<file path="config.mk">
export PLATFORM = sky130hd
export DESIGN_NAME = hdc_drive_ctrl
export DESIGN_NICKNAME = d
export VERILOG_FILES = /design/src/design/hdc_pkg.sv /design/src/design/hdc_regbus_if.sv /design/src/design/hdc_i2c_slave.sv /design/src/design/hdc_drive_ctrl.sv
export VERILOG_INCLUDE_DIRS = /design/src /design/src/design
export SDC_FILE = /design/constraint.sdc
export NUM_CORES = 1
export LEC_CHECK = 0
export BUFFER_PORTS_ARGS = -buffer_cell sky130_fd_sc_hd__buf_2
export CORE_MARGIN = 4
export CORE_UTILIZATION = 29
export DETAILED_ROUTE_END_ITERATION = 12
export HOLD_SLACK_MARGIN = 0.12
export PLACE_DENSITY = 0.55
export SETUP_SLACK_MARGIN = 0.5
export SLEW_MARGIN = 20
export SYNTH_ARGS = -nofsm -noshare
export SYNTH_HDL_FRONTEND = slang
export SYNTH_SLANG_ARGS = --single-unit
</file>
<file path="constraint.sdc">
create_clock -name sys_clk_i -period 4.2 [get_ports sys_clk_i]
set_clock_uncertainty 0.1 [all_clocks]
set_input_delay 0.42 -clock sys_clk_i [delete_from_list [all_inputs] [get_ports sys_clk_i]]
set_output_delay 0.42 -clock sys_clk_i [all_outputs]
set_load 0.01 [all_outputs]
</file>
<file path="src/design/hdc_consts.svh">
`ifndef HDC_CONSTS_SVH
`define HDC_CONSTS_SVH

// Register map and field layout
`define HDC_REG_ADDR    8'h1b
`define HDC_BOOST_BIT   7
`define HDC_AC_BIT      5
`define HDC_DT_MSB      4
`define HDC_BOOST_RST   1'b1
`define HDC_AC_RST      1'b0
`define HDC_DT_RST      5'h13
`define HDC_GAIN_RST    2'h2
`define HDC_RD_UNMAPPED 8'h00

// Bus address of this device; the value is arbitrary
`define HDC_DEV_ADDR    7'h2c
`define HDC_BITS_BYTE   4'h8

// Timing: one step is the common unit of every drive and sample period
`define HDC_CLK_KHZ     20000
`define HDC_STEP_US     100
`define HDC_STEP_CYC    ((`HDC_STEP_US * `HDC_CLK_KHZ) / 1000)
`define HDC_LRA_UNIT_US 100
`define HDC_LRA_BASE_US 500
`define HDC_ERM_UNIT_US 200
`define HDC_ERM_BASE_US 1000
`define HDC_PERIOD_MIN  7'h01
`define HDC_PERIOD_MAX  7'h7f

// Back-EMF amplifier gain in hundredths, per actuator type
`define HDC_ERM_GAIN0   12'h021
`define HDC_ERM_GAIN1   12'h064
`define HDC_ERM_GAIN2   12'h0b4
`define HDC_ERM_GAIN3   12'h190
`define HDC_LRA_GAIN0   12'h1f4
`define HDC_LRA_GAIN1   12'h3e8
`define HDC_LRA_GAIN2   12'h7d0
`define HDC_LRA_GAIN3   12'hbb8

`endif

</file>
<file path="src/design/hdc_pkg.sv">
package hdc_pkg;

	typedef enum logic [3:0] {
		HDC_IDLE, HDC_ADDR, HDC_ADDR_ACK, HDC_PTR, HDC_PTR_ACK,
		HDC_WDATA, HDC_WDATA_ACK, HDC_RDATA, HDC_RACK
	} hdc_i2c_st_t;

	typedef struct packed {
		hdc_i2c_st_t st;
		logic [7:0]  sh;
		logic [3:0]  cnt;
		logic [7:0]  ptr;
		logic        rw;
		logic        drv;
		logic        wr;
		logic        scl_s1;
		logic        scl_s2;
		logic        scl_d;
		logic        sda_s1;
		logic        sda_s2;
		logic        sda_d;
	} hdc_i2c_t;

	typedef struct packed {
		logic        boost;
		logic        ac;
		logic [4:0]  dt;
		logic [1:0]  gain;
		logic [11:0] gain_x100;
		logic        running;
		logic [6:0]  period;
		logic [10:0] step;
		logic [6:0]  pcnt;
		logic        tick;
	} hdc_top_t;

endpackage

</file>
<file path="src/design/hdc_regbus_if.sv">
`timescale 1ns/1ps
interface hdc_regbus_if;
	logic       wr_valid;
	logic [7:0] wr_addr;
	logic [7:0] wr_data;
	logic [7:0] rd_addr;
	logic [7:0] rd_data;

	modport master (output wr_valid, output wr_addr, output wr_data, output rd_addr, input rd_data);
	modport regs   (input wr_valid, input wr_addr, input wr_data, input rd_addr, output rd_data);
endinterface

</file>
<file path="src/design/hdc_i2c_slave.sv">
`timescale 1ns/1ps
`include "hdc_consts.svh"
module hdc_i2c_slave (
	input  wire logic         sys_clk_i,
	input  wire logic         resetn_i,
	input  wire logic         scl_i,
	input  wire logic         sda_i,
	output wire logic         sda_o,
	output wire logic         sda_oe_o,
	hdc_regbus_if.master      bus
);
	localparam hdc_pkg::hdc_i2c_t RST = '{st: hdc_pkg::HDC_IDLE, sh: 8'h00, cnt: 4'h0, ptr: 8'h00,
		rw: 1'b0, drv: 1'b0, wr: 1'b0, scl_s1: 1'b1, scl_s2: 1'b1, scl_d: 1'b1,
		sda_s1: 1'b1, sda_s2: 1'b1, sda_d: 1'b1};

	hdc_pkg::hdc_i2c_t r;
	hdc_pkg::hdc_i2c_t next_r;
	logic              rise;
	logic              fall;
	logic              start;
	logic              stop;

	// Edges come from the second sync stage and its delayed copy only
	assign rise  = r.scl_s2 & ~r.scl_d;
	assign fall  = ~r.scl_s2 & r.scl_d;
	assign start = r.scl_s2 & r.scl_d & r.sda_d & ~r.sda_s2;
	assign stop  = r.scl_s2 & r.scl_d & ~r.sda_d & r.sda_s2;

	// Open drain: the line is only ever pulled low
	assign sda_o        = 1'b0;
	assign sda_oe_o     = r.drv;
	assign bus.wr_valid = r.wr;
	assign bus.wr_addr  = r.ptr;
	assign bus.wr_data  = r.sh;
	assign bus.rd_addr  = r.ptr;

	// Byte engine: shift on rising clock, drive on falling clock
	always_comb begin
		next_r        = r;
		next_r.wr     = 1'b0;
		next_r.scl_s1 = scl_i;
		next_r.scl_s2 = r.scl_s1;
		next_r.scl_d  = r.scl_s2;
		next_r.sda_s1 = sda_i;
		next_r.sda_s2 = r.sda_s1;
		next_r.sda_d  = r.sda_s2;
		if (start) begin
			next_r.st  = hdc_pkg::HDC_ADDR;
			next_r.cnt = 4'h0;
			next_r.drv = 1'b0;
		end else if (stop) begin
			next_r.st  = hdc_pkg::HDC_IDLE;
			next_r.drv = 1'b0;
		end else begin
			case (r.st)
				hdc_pkg::HDC_ADDR, hdc_pkg::HDC_PTR, hdc_pkg::HDC_WDATA: begin
					if (rise) begin
						next_r.sh  = {r.sh[6:0], r.sda_s2};
						next_r.cnt = r.cnt + 4'h1;
					end else if (fall && r.cnt == `HDC_BITS_BYTE) begin
						next_r.drv = 1'b1;
						if (r.st == hdc_pkg::HDC_ADDR) begin
							next_r.rw  = r.sh[0];
							next_r.drv = (r.sh[7:1] == `HDC_DEV_ADDR);
							next_r.st  = (r.sh[7:1] == `HDC_DEV_ADDR) ? hdc_pkg::HDC_ADDR_ACK : hdc_pkg::HDC_IDLE;
						end else if (r.st == hdc_pkg::HDC_PTR) begin
							next_r.ptr = r.sh;
							next_r.st  = hdc_pkg::HDC_PTR_ACK;
						end else begin
							next_r.wr  = 1'b1;
							next_r.st  = hdc_pkg::HDC_WDATA_ACK;
						end
					end
				end
				hdc_pkg::HDC_ADDR_ACK, hdc_pkg::HDC_PTR_ACK, hdc_pkg::HDC_WDATA_ACK: begin
					if (fall) begin
						next_r.cnt = 4'h0;
						next_r.drv = 1'b0;
						if (r.st == hdc_pkg::HDC_WDATA_ACK)
							next_r.ptr = r.ptr + 8'h01;
						if (r.st == hdc_pkg::HDC_ADDR_ACK && r.rw) begin
							next_r.sh  = bus.rd_data;
							next_r.drv = ~bus.rd_data[7];
							next_r.st  = hdc_pkg::HDC_RDATA;
						end else begin
							next_r.st  = (r.st == hdc_pkg::HDC_ADDR_ACK) ? hdc_pkg::HDC_PTR : hdc_pkg::HDC_WDATA;
						end
					end
				end
				hdc_pkg::HDC_RDATA: begin
					if (rise) begin
						next_r.cnt = r.cnt + 4'h1;
					end else if (fall) begin
						if (r.cnt == `HDC_BITS_BYTE) begin
							next_r.drv = 1'b0;
							next_r.st  = hdc_pkg::HDC_RACK;
						end else begin
							next_r.sh  = {r.sh[6:0], 1'b0};
							next_r.drv = ~r.sh[6];
						end
					end
				end
				hdc_pkg::HDC_RACK: begin
					// A not-acknowledge ends the read; the master then sends stop
					if (rise) begin
						if (r.sda_s2)
							next_r.st = hdc_pkg::HDC_IDLE;
						else
							next_r.ptr = r.ptr + 8'h01;
					end else if (fall) begin
						next_r.cnt = 4'h0;
						next_r.sh  = bus.rd_data;
						next_r.drv = ~bus.rd_data[7];
						next_r.st  = hdc_pkg::HDC_RDATA;
					end
				end
				default: begin
					next_r.drv = 1'b0;
				end
			endcase
		end
	end

	// State register
	always_ff @(posedge sys_clk_i or negedge resetn_i) begin
		if (!resetn_i)
			r <= RST;
		else
			r <= next_r;
	end
endmodule

</file>
<file path="src/design/hdc_drive_ctrl.sv">
// Function
// - Boost bit raises loop gain during overdrive
// - Bias bit drives common-mode onto input pin
// - Bias bit: 0 off, 1 on, resets 0
// - Resonant mode: field seeds time, then auto-adjusts
// - Resonant time = field x 0.1 ms + 0.5 ms
// - Mass mode: sample period = field x 0.2 ms + 1 ms
// - Amplifier gain code read per mode, calibration fills
`timescale 1ns/1ps
`include "hdc_consts.svh"
module hdc_drive_ctrl (
	input  wire logic        sys_clk_i,
	input  wire logic        resetn_i,
	input  wire logic        scl_i,
	input  wire logic        sda_i,
	output wire logic        sda_o,
	output wire logic        sda_oe_o,
	input  wire logic        lra_mode_i,
	input  wire logic        overdrive_i,
	input  wire logic        drive_en_i,
	input  wire logic        period_lengthen_i,
	input  wire logic        period_shorten_i,
	input  wire logic        cal_gain_valid_i,
	input  wire logic [1:0]  cal_gain_i,
	output wire logic        overdrive_gain_boost_o,
	output wire logic        input_bias_enable_o,
	output wire logic [1:0]  backemf_amp_gain_o,
	output wire logic [11:0] backemf_gain_x100_o,
	output wire logic [6:0]  drive_period_steps_o,
	output wire logic        period_tick_o
);
	localparam hdc_pkg::hdc_top_t RST = '{boost: `HDC_BOOST_RST, ac: `HDC_AC_RST, dt: `HDC_DT_RST,
		gain: `HDC_GAIN_RST, gain_x100: `HDC_LRA_GAIN2, running: 1'b0, period: `HDC_PERIOD_MIN,
		step: 11'h000, pcnt: 7'h00, tick: 1'b0};
	localparam logic [10:0] STEP_LAST = 11'(`HDC_STEP_CYC - 1);

	hdc_pkg::hdc_top_t r;
	hdc_pkg::hdc_top_t next_r;
	hdc_regbus_if      bus ();

	// Period in 0.1 ms steps; resonant and mass scales differ
	function automatic logic [6:0] drive_steps(input logic lra, input logic [4:0] f);
		if (lra)
			drive_steps = 7'({2'b00, f} * 7'(`HDC_LRA_UNIT_US / `HDC_STEP_US)) + 7'(`HDC_LRA_BASE_US / `HDC_STEP_US);
		else
			drive_steps = 7'({2'b00, f} * 7'(`HDC_ERM_UNIT_US / `HDC_STEP_US)) + 7'(`HDC_ERM_BASE_US / `HDC_STEP_US);
	endfunction

	// Same code means a different gain per actuator type
	function automatic logic [11:0] gain_scale(input logic lra, input logic [1:0] g);
		case ({lra, g})
			3'h0:    gain_scale = `HDC_ERM_GAIN0;
			3'h1:    gain_scale = `HDC_ERM_GAIN1;
			3'h2:    gain_scale = `HDC_ERM_GAIN2;
			3'h3:    gain_scale = `HDC_ERM_GAIN3;
			3'h4:    gain_scale = `HDC_LRA_GAIN0;
			3'h5:    gain_scale = `HDC_LRA_GAIN1;
			3'h6:    gain_scale = `HDC_LRA_GAIN2;
			default: gain_scale = `HDC_LRA_GAIN3;
		endcase
	endfunction

	hdc_i2c_slave u_i2c (
		.sys_clk_i (sys_clk_i),
		.resetn_i  (resetn_i),
		.scl_i     (scl_i),
		.sda_i     (sda_i),
		.sda_o     (sda_o),
		.sda_oe_o  (sda_oe_o),
		.bus       (bus.master)
	);

	// Readback; unmapped offsets read zero
	assign bus.rd_data = (bus.rd_addr == `HDC_REG_ADDR) ? {r.boost, 1'b0, r.ac, r.dt} : `HDC_RD_UNMAPPED;

	// Boost only acts while the engine is in its overdrive phase
	assign overdrive_gain_boost_o = r.boost & overdrive_i;
	assign input_bias_enable_o    = r.ac;
	assign backemf_amp_gain_o     = r.gain;
	assign backemf_gain_x100_o    = r.gain_x100;
	assign drive_period_steps_o   = r.period;
	assign period_tick_o          = r.tick;

	// Register writes, calibration and the drive-period timer
	always_comb begin
		next_r      = r;
		next_r.tick = 1'b0;
		if (bus.wr_valid && bus.wr_addr == `HDC_REG_ADDR) begin
			next_r.boost = bus.wr_data[`HDC_BOOST_BIT];
			next_r.ac    = bus.wr_data[`HDC_AC_BIT];
			next_r.dt    = bus.wr_data[`HDC_DT_MSB:0];
		end
		if (cal_gain_valid_i)
			next_r.gain = cal_gain_i;
		next_r.gain_x100 = gain_scale(lra_mode_i, next_r.gain);
		next_r.running   = drive_en_i;
		if (drive_en_i && !r.running) begin
			// Field is only a seed; later writes do not disturb a running resonant loop
			next_r.period = drive_steps(lra_mode_i, r.dt);
			next_r.step   = 11'h000;
			next_r.pcnt   = 7'h00;
		end else if (drive_en_i) begin
			if (lra_mode_i && period_lengthen_i && !period_shorten_i && r.period != `HDC_PERIOD_MAX)
				next_r.period = r.period + 7'h01;
			else if (lra_mode_i && period_shorten_i && !period_lengthen_i && r.period != `HDC_PERIOD_MIN)
				next_r.period = r.period - 7'h01;
			if (r.step == STEP_LAST) begin
				next_r.step = 11'h000;
				if (r.pcnt >= r.period - 7'h01) begin
					next_r.pcnt = 7'h00;
					next_r.tick = 1'b1;
					if (!lra_mode_i)
						next_r.period = drive_steps(1'b0, r.dt);
				end else begin
					next_r.pcnt = r.pcnt + 7'h01;
				end
			end else begin
				next_r.step = r.step + 11'h001;
			end
		end
	end

	// State register
	always_ff @(posedge sys_clk_i or negedge resetn_i) begin
		if (!resetn_i)
			r <= RST;
		else
			r <= next_r;
	end

	// Checker helper: no write has reached the register yet
	logic fresh;
	always_ff @(posedge sys_clk_i or negedge resetn_i) begin
		if (!resetn_i)
			fresh <= 1'b1;
		else if (bus.wr_valid && bus.wr_addr == `HDC_REG_ADDR)
			fresh <= 1'b0;
	end
endmodule

</file>
==> impl_metrics.tcl <==
set metrics [dict create \
    post_drt_via_cell_ratio 5.26 \
    via_count 4091 \
    synthTopCellsByCount "62 x dfrtp_1, 50 x nand2_1, 33 x nor2_1" \
    coreArea_um2 16800 \
    synth_top_area_cell "dfrtp_1" \
    grtUsageMet3_pct 2.85 \
    leakage_nw 2.43 \
    post-cts-setup-buffer-count 0 \
    fin_crit_ns 3.26 \
    initial_core_util_pct 30.0 \
    drive_gt1_share_pct 19.2 \
    ys_ff_latch 80 \
    grt_usage_pct 11.9 \
    pin_count 38 \
    cts_tree "yes" \
    synth_top_cell_area_share_pct 30.8 \
    hold_violations 0 \
    drtAntennaViolNets 0 \
    dp_hpwl_um 8030 \
    n_antenna_cell 0 \
    syn_area_per_cell_um2 9.13 \
    r2r_cells 10 \
    post_drt_wl_per_cell_um 14.7 \
    clock_latency_ns 0.34 \
    async_flop_share_pct 100 \
    synth-edff-count 0 \
    ctsResizeCount 0 \
    netlist_area_um2 5030 \
    dp_cells 759 \
    dr.pass1.iters 5 \
    worst_slew_pin_slew_ns 0.986 \
    criticalPathCategory "flop to flop" \
    grt_max_degree 81 \
    root_buffer "clkbuf_16" \
    die-height_um 140 \
    cts_buffer_depth 2 \
    grt_overflow 0 \
    critPathRequiredTime_ns 4.33 \
    numClockSinks 80 \
    ir_drop_v 0.000247 \
    top_usage_layer "met2" \
    synth_warnings 0 \
    status "finished, final reports clean" \
    area_growth_pct 10.8 \
    cts_buffers 9 \
    fin_tns_setup_ns 0 \
    startpoint_type "flop" \
    die_w_um 140 \
    syn_inst 551 \
    hold_ws_ns 0.256 \
    relSlewSlack_pct 33.7 \
    use_met1_pct 16.5 \
    io_buffers 35 \
    met2_usage_pct 18.5 \
    fin_crit_sh_pct 77.6 \
    crit_arrival_ns 3.39 \
    gp_congestion 0.874 \
    holdPathStages 0 \
    rows 47 \
    fmax_mhz 307 \
    synth_area_leaders "dfrtp_1 31%, dfstp_2 9.4%, mux2_2 4.0%" \
    synth_ff_type "dfrtp_1" \
    finalNetCount 581 \
    path_clk_slew_ns 0.06 \
    hp-class "flop to flop" \
    drv_cap 0 \
    rrSetupSlack_ns 0.94 \
    fin_cells 778 \
    power_density_nw_per_um2 522 \
    synth.most_common_cell "dfrtp_1" \
    antenna_found_initial 0 \
    ys_seq_area_share_pct 40.2 \
    grt_pass1_vias 3992 \
    nFillCells 1699 \
    crit_fanout 10 \
    yosysUniqueCellTypes 75 \
    htreeDepth 3 \
    setup_viol 0 \
    wirelength_um 11400 \
    rsz0062_at_grt "false" \
    drc 0 \
    cp-end-kind "flop" \
    slew_viol_final 0 \
    fp.dieArea_um2 19500 \
    grt_pass1_wl_um 19800 \
    detail_route.iter0.violations 356 \
]
-- cell usage in the layout, fill, tap and decap left out, types with 5 or more instances in the layout --
cell / Yosys / routed
a211oi_1: 5 / 5
a21o_1: 7 / 7
a21oi_1: 27 / 27
a22o_1: 7 / 7
a31oi_1: 11 / 11
and2_1: 7 / 7
and3_1: 11 / 11
buf_2: 2 / 34
clkbuf_16: 0 / 9
dfrtp_1: 62 / 62
dfstp_2: 18 / 18
ha_1: 16 / 16
inv_1: 20 / 20
mux2_2: 18 / 18
mux2i_1: 11 / 11
nand2_1: 50 / 50
nand2b_1: 8 / 8
nand3_1: 28 / 28
nand3b_1: 7 / 7
nor2_1: 33 / 33
nor2b_1: 9 / 9
nor3_1: 15 / 15
nor3b_1: 5 / 5
o21ai_0: 28 / 28
o31ai_1: 6 / 6
or2_2: 7 / 7
or3_1: 5 / 5
xnor2_1: 6 / 6
xor2_1: 9 / 9
-- state kept, by name (all words and copies together), names as in the netlist, 2 cells and up --
| name | flops |
|---|---|
| r | 25 |
| backemf_gain_x100_o | 11 |
| u_i2c.r | 11 |
| u_i2c.bus.rd_addr | 8 |
| u_i2c.bus.wr_data | 8 |
| drive_period_steps_o | 7 |
| u_i2c.next_r | 4 |
| backemf_amp_gain_o | 2 |
-- final timing paths --
path	to	startpoint
worst min-delay path	u_i2c.next_r[3]$_DFF_PN1_	u_i2c.next_r[4]$_DFF_PN1_
worst max register to register	drive_period_steps_o[4]$_DFFE_PN0P_	drive_period_steps_o[2]$_DFFE_PN0P_
max in group asynchronous	u_i2c.r[17]$_DFFE_PN0P_	resetn_i
worst min register to register	u_i2c.next_r[3]$_DFF_PN1_	u_i2c.next_r[4]$_DFF_PN1_
worst max-delay path	drive_period_steps_o[4]$_DFFE_PN0P_	drive_period_steps_o[2]$_DFFE_PN0P_
min in group asynchronous	u_i2c.bus.rd_addr[5]$_DFFE_PN0P_	resetn_i
-- per-stage QoR --
step / setup slack (ns) / power, mW / area, um2 / util (%)
finish: 0.939 / 2.91 / 5570 / 33.3
global route: 0.722 / 3.11 / 5570 / 33.3
CTS: 0.966 / 2.93 / 5560 / 33.2
detailed placement: 0.987 / 2.10 / 5230 / 31.2
global placement: 1.06 / 2.08 / 5230 / 31.2
floorplan: 1.19 / 1.86 / 5030 / -
-- report_power, final --
part           switching (mW)  internal (mW)  leakage [nW]
Sequential              0.211          0.896          1.01
Clock                   0.329          0.479         0.145
Combinational           0.568          0.426          1.28
-- per-layer routing --
metal | share of wire [%] | routed length, um
met4 | 1.6 | 182
met1 | 48 | 5440
met5 | 0 | 0
met2 | 46 | 5270
met3 | 4.7 | 532
-- area by class of cell --
cell class | count | area, um2 | area share, %
inverters | 20 | 75.1 | 1.35
multi-input cells | 401 | 2660 | 47.7
clock inverters | 6 | 67.6 | 1.21
well taps | 220 | 275 | 4.94
repair buffers | 41 | 234 | 4.20
flip-flops and latches | 80 | 2020 | 36.3
clock buffers | 10 | 239 | 4.29
-- what timing repair did --
| item | in CTS | in global routing |
|---|---|---|
| hold buffers | 2 | 1 |
| endpoints found under the hold margin | 2 | 61 |
| setup endpoints to repair | 0 | 0 |
-- critical path: stages (launching register included) --
cell,delay [ns]
dfrtp_1,0.49
nor4_1,0.57
and3_1,0.26
nor2_1,0.05
ha_1,0.28
nand2_1,0.06
o21ai_0,0.35
a21oi_1,0.08
buf_4,0.18
or3_1,0.37
a311o_1,0.35
-- cells by family after synthesis --
kind of cell | synth area share, %
adders and majority gates | 3.98
buffers and inverters | 6.99
muxes | 6.22
and+or+nand+nor | 20.5
other | 0.0746
AOI/OAI and AO/OA | 19.4
xor gates and xnor gates | 2.61
DFF | 40.2
No activity file was read; power rests on OpenSTA's default activity.
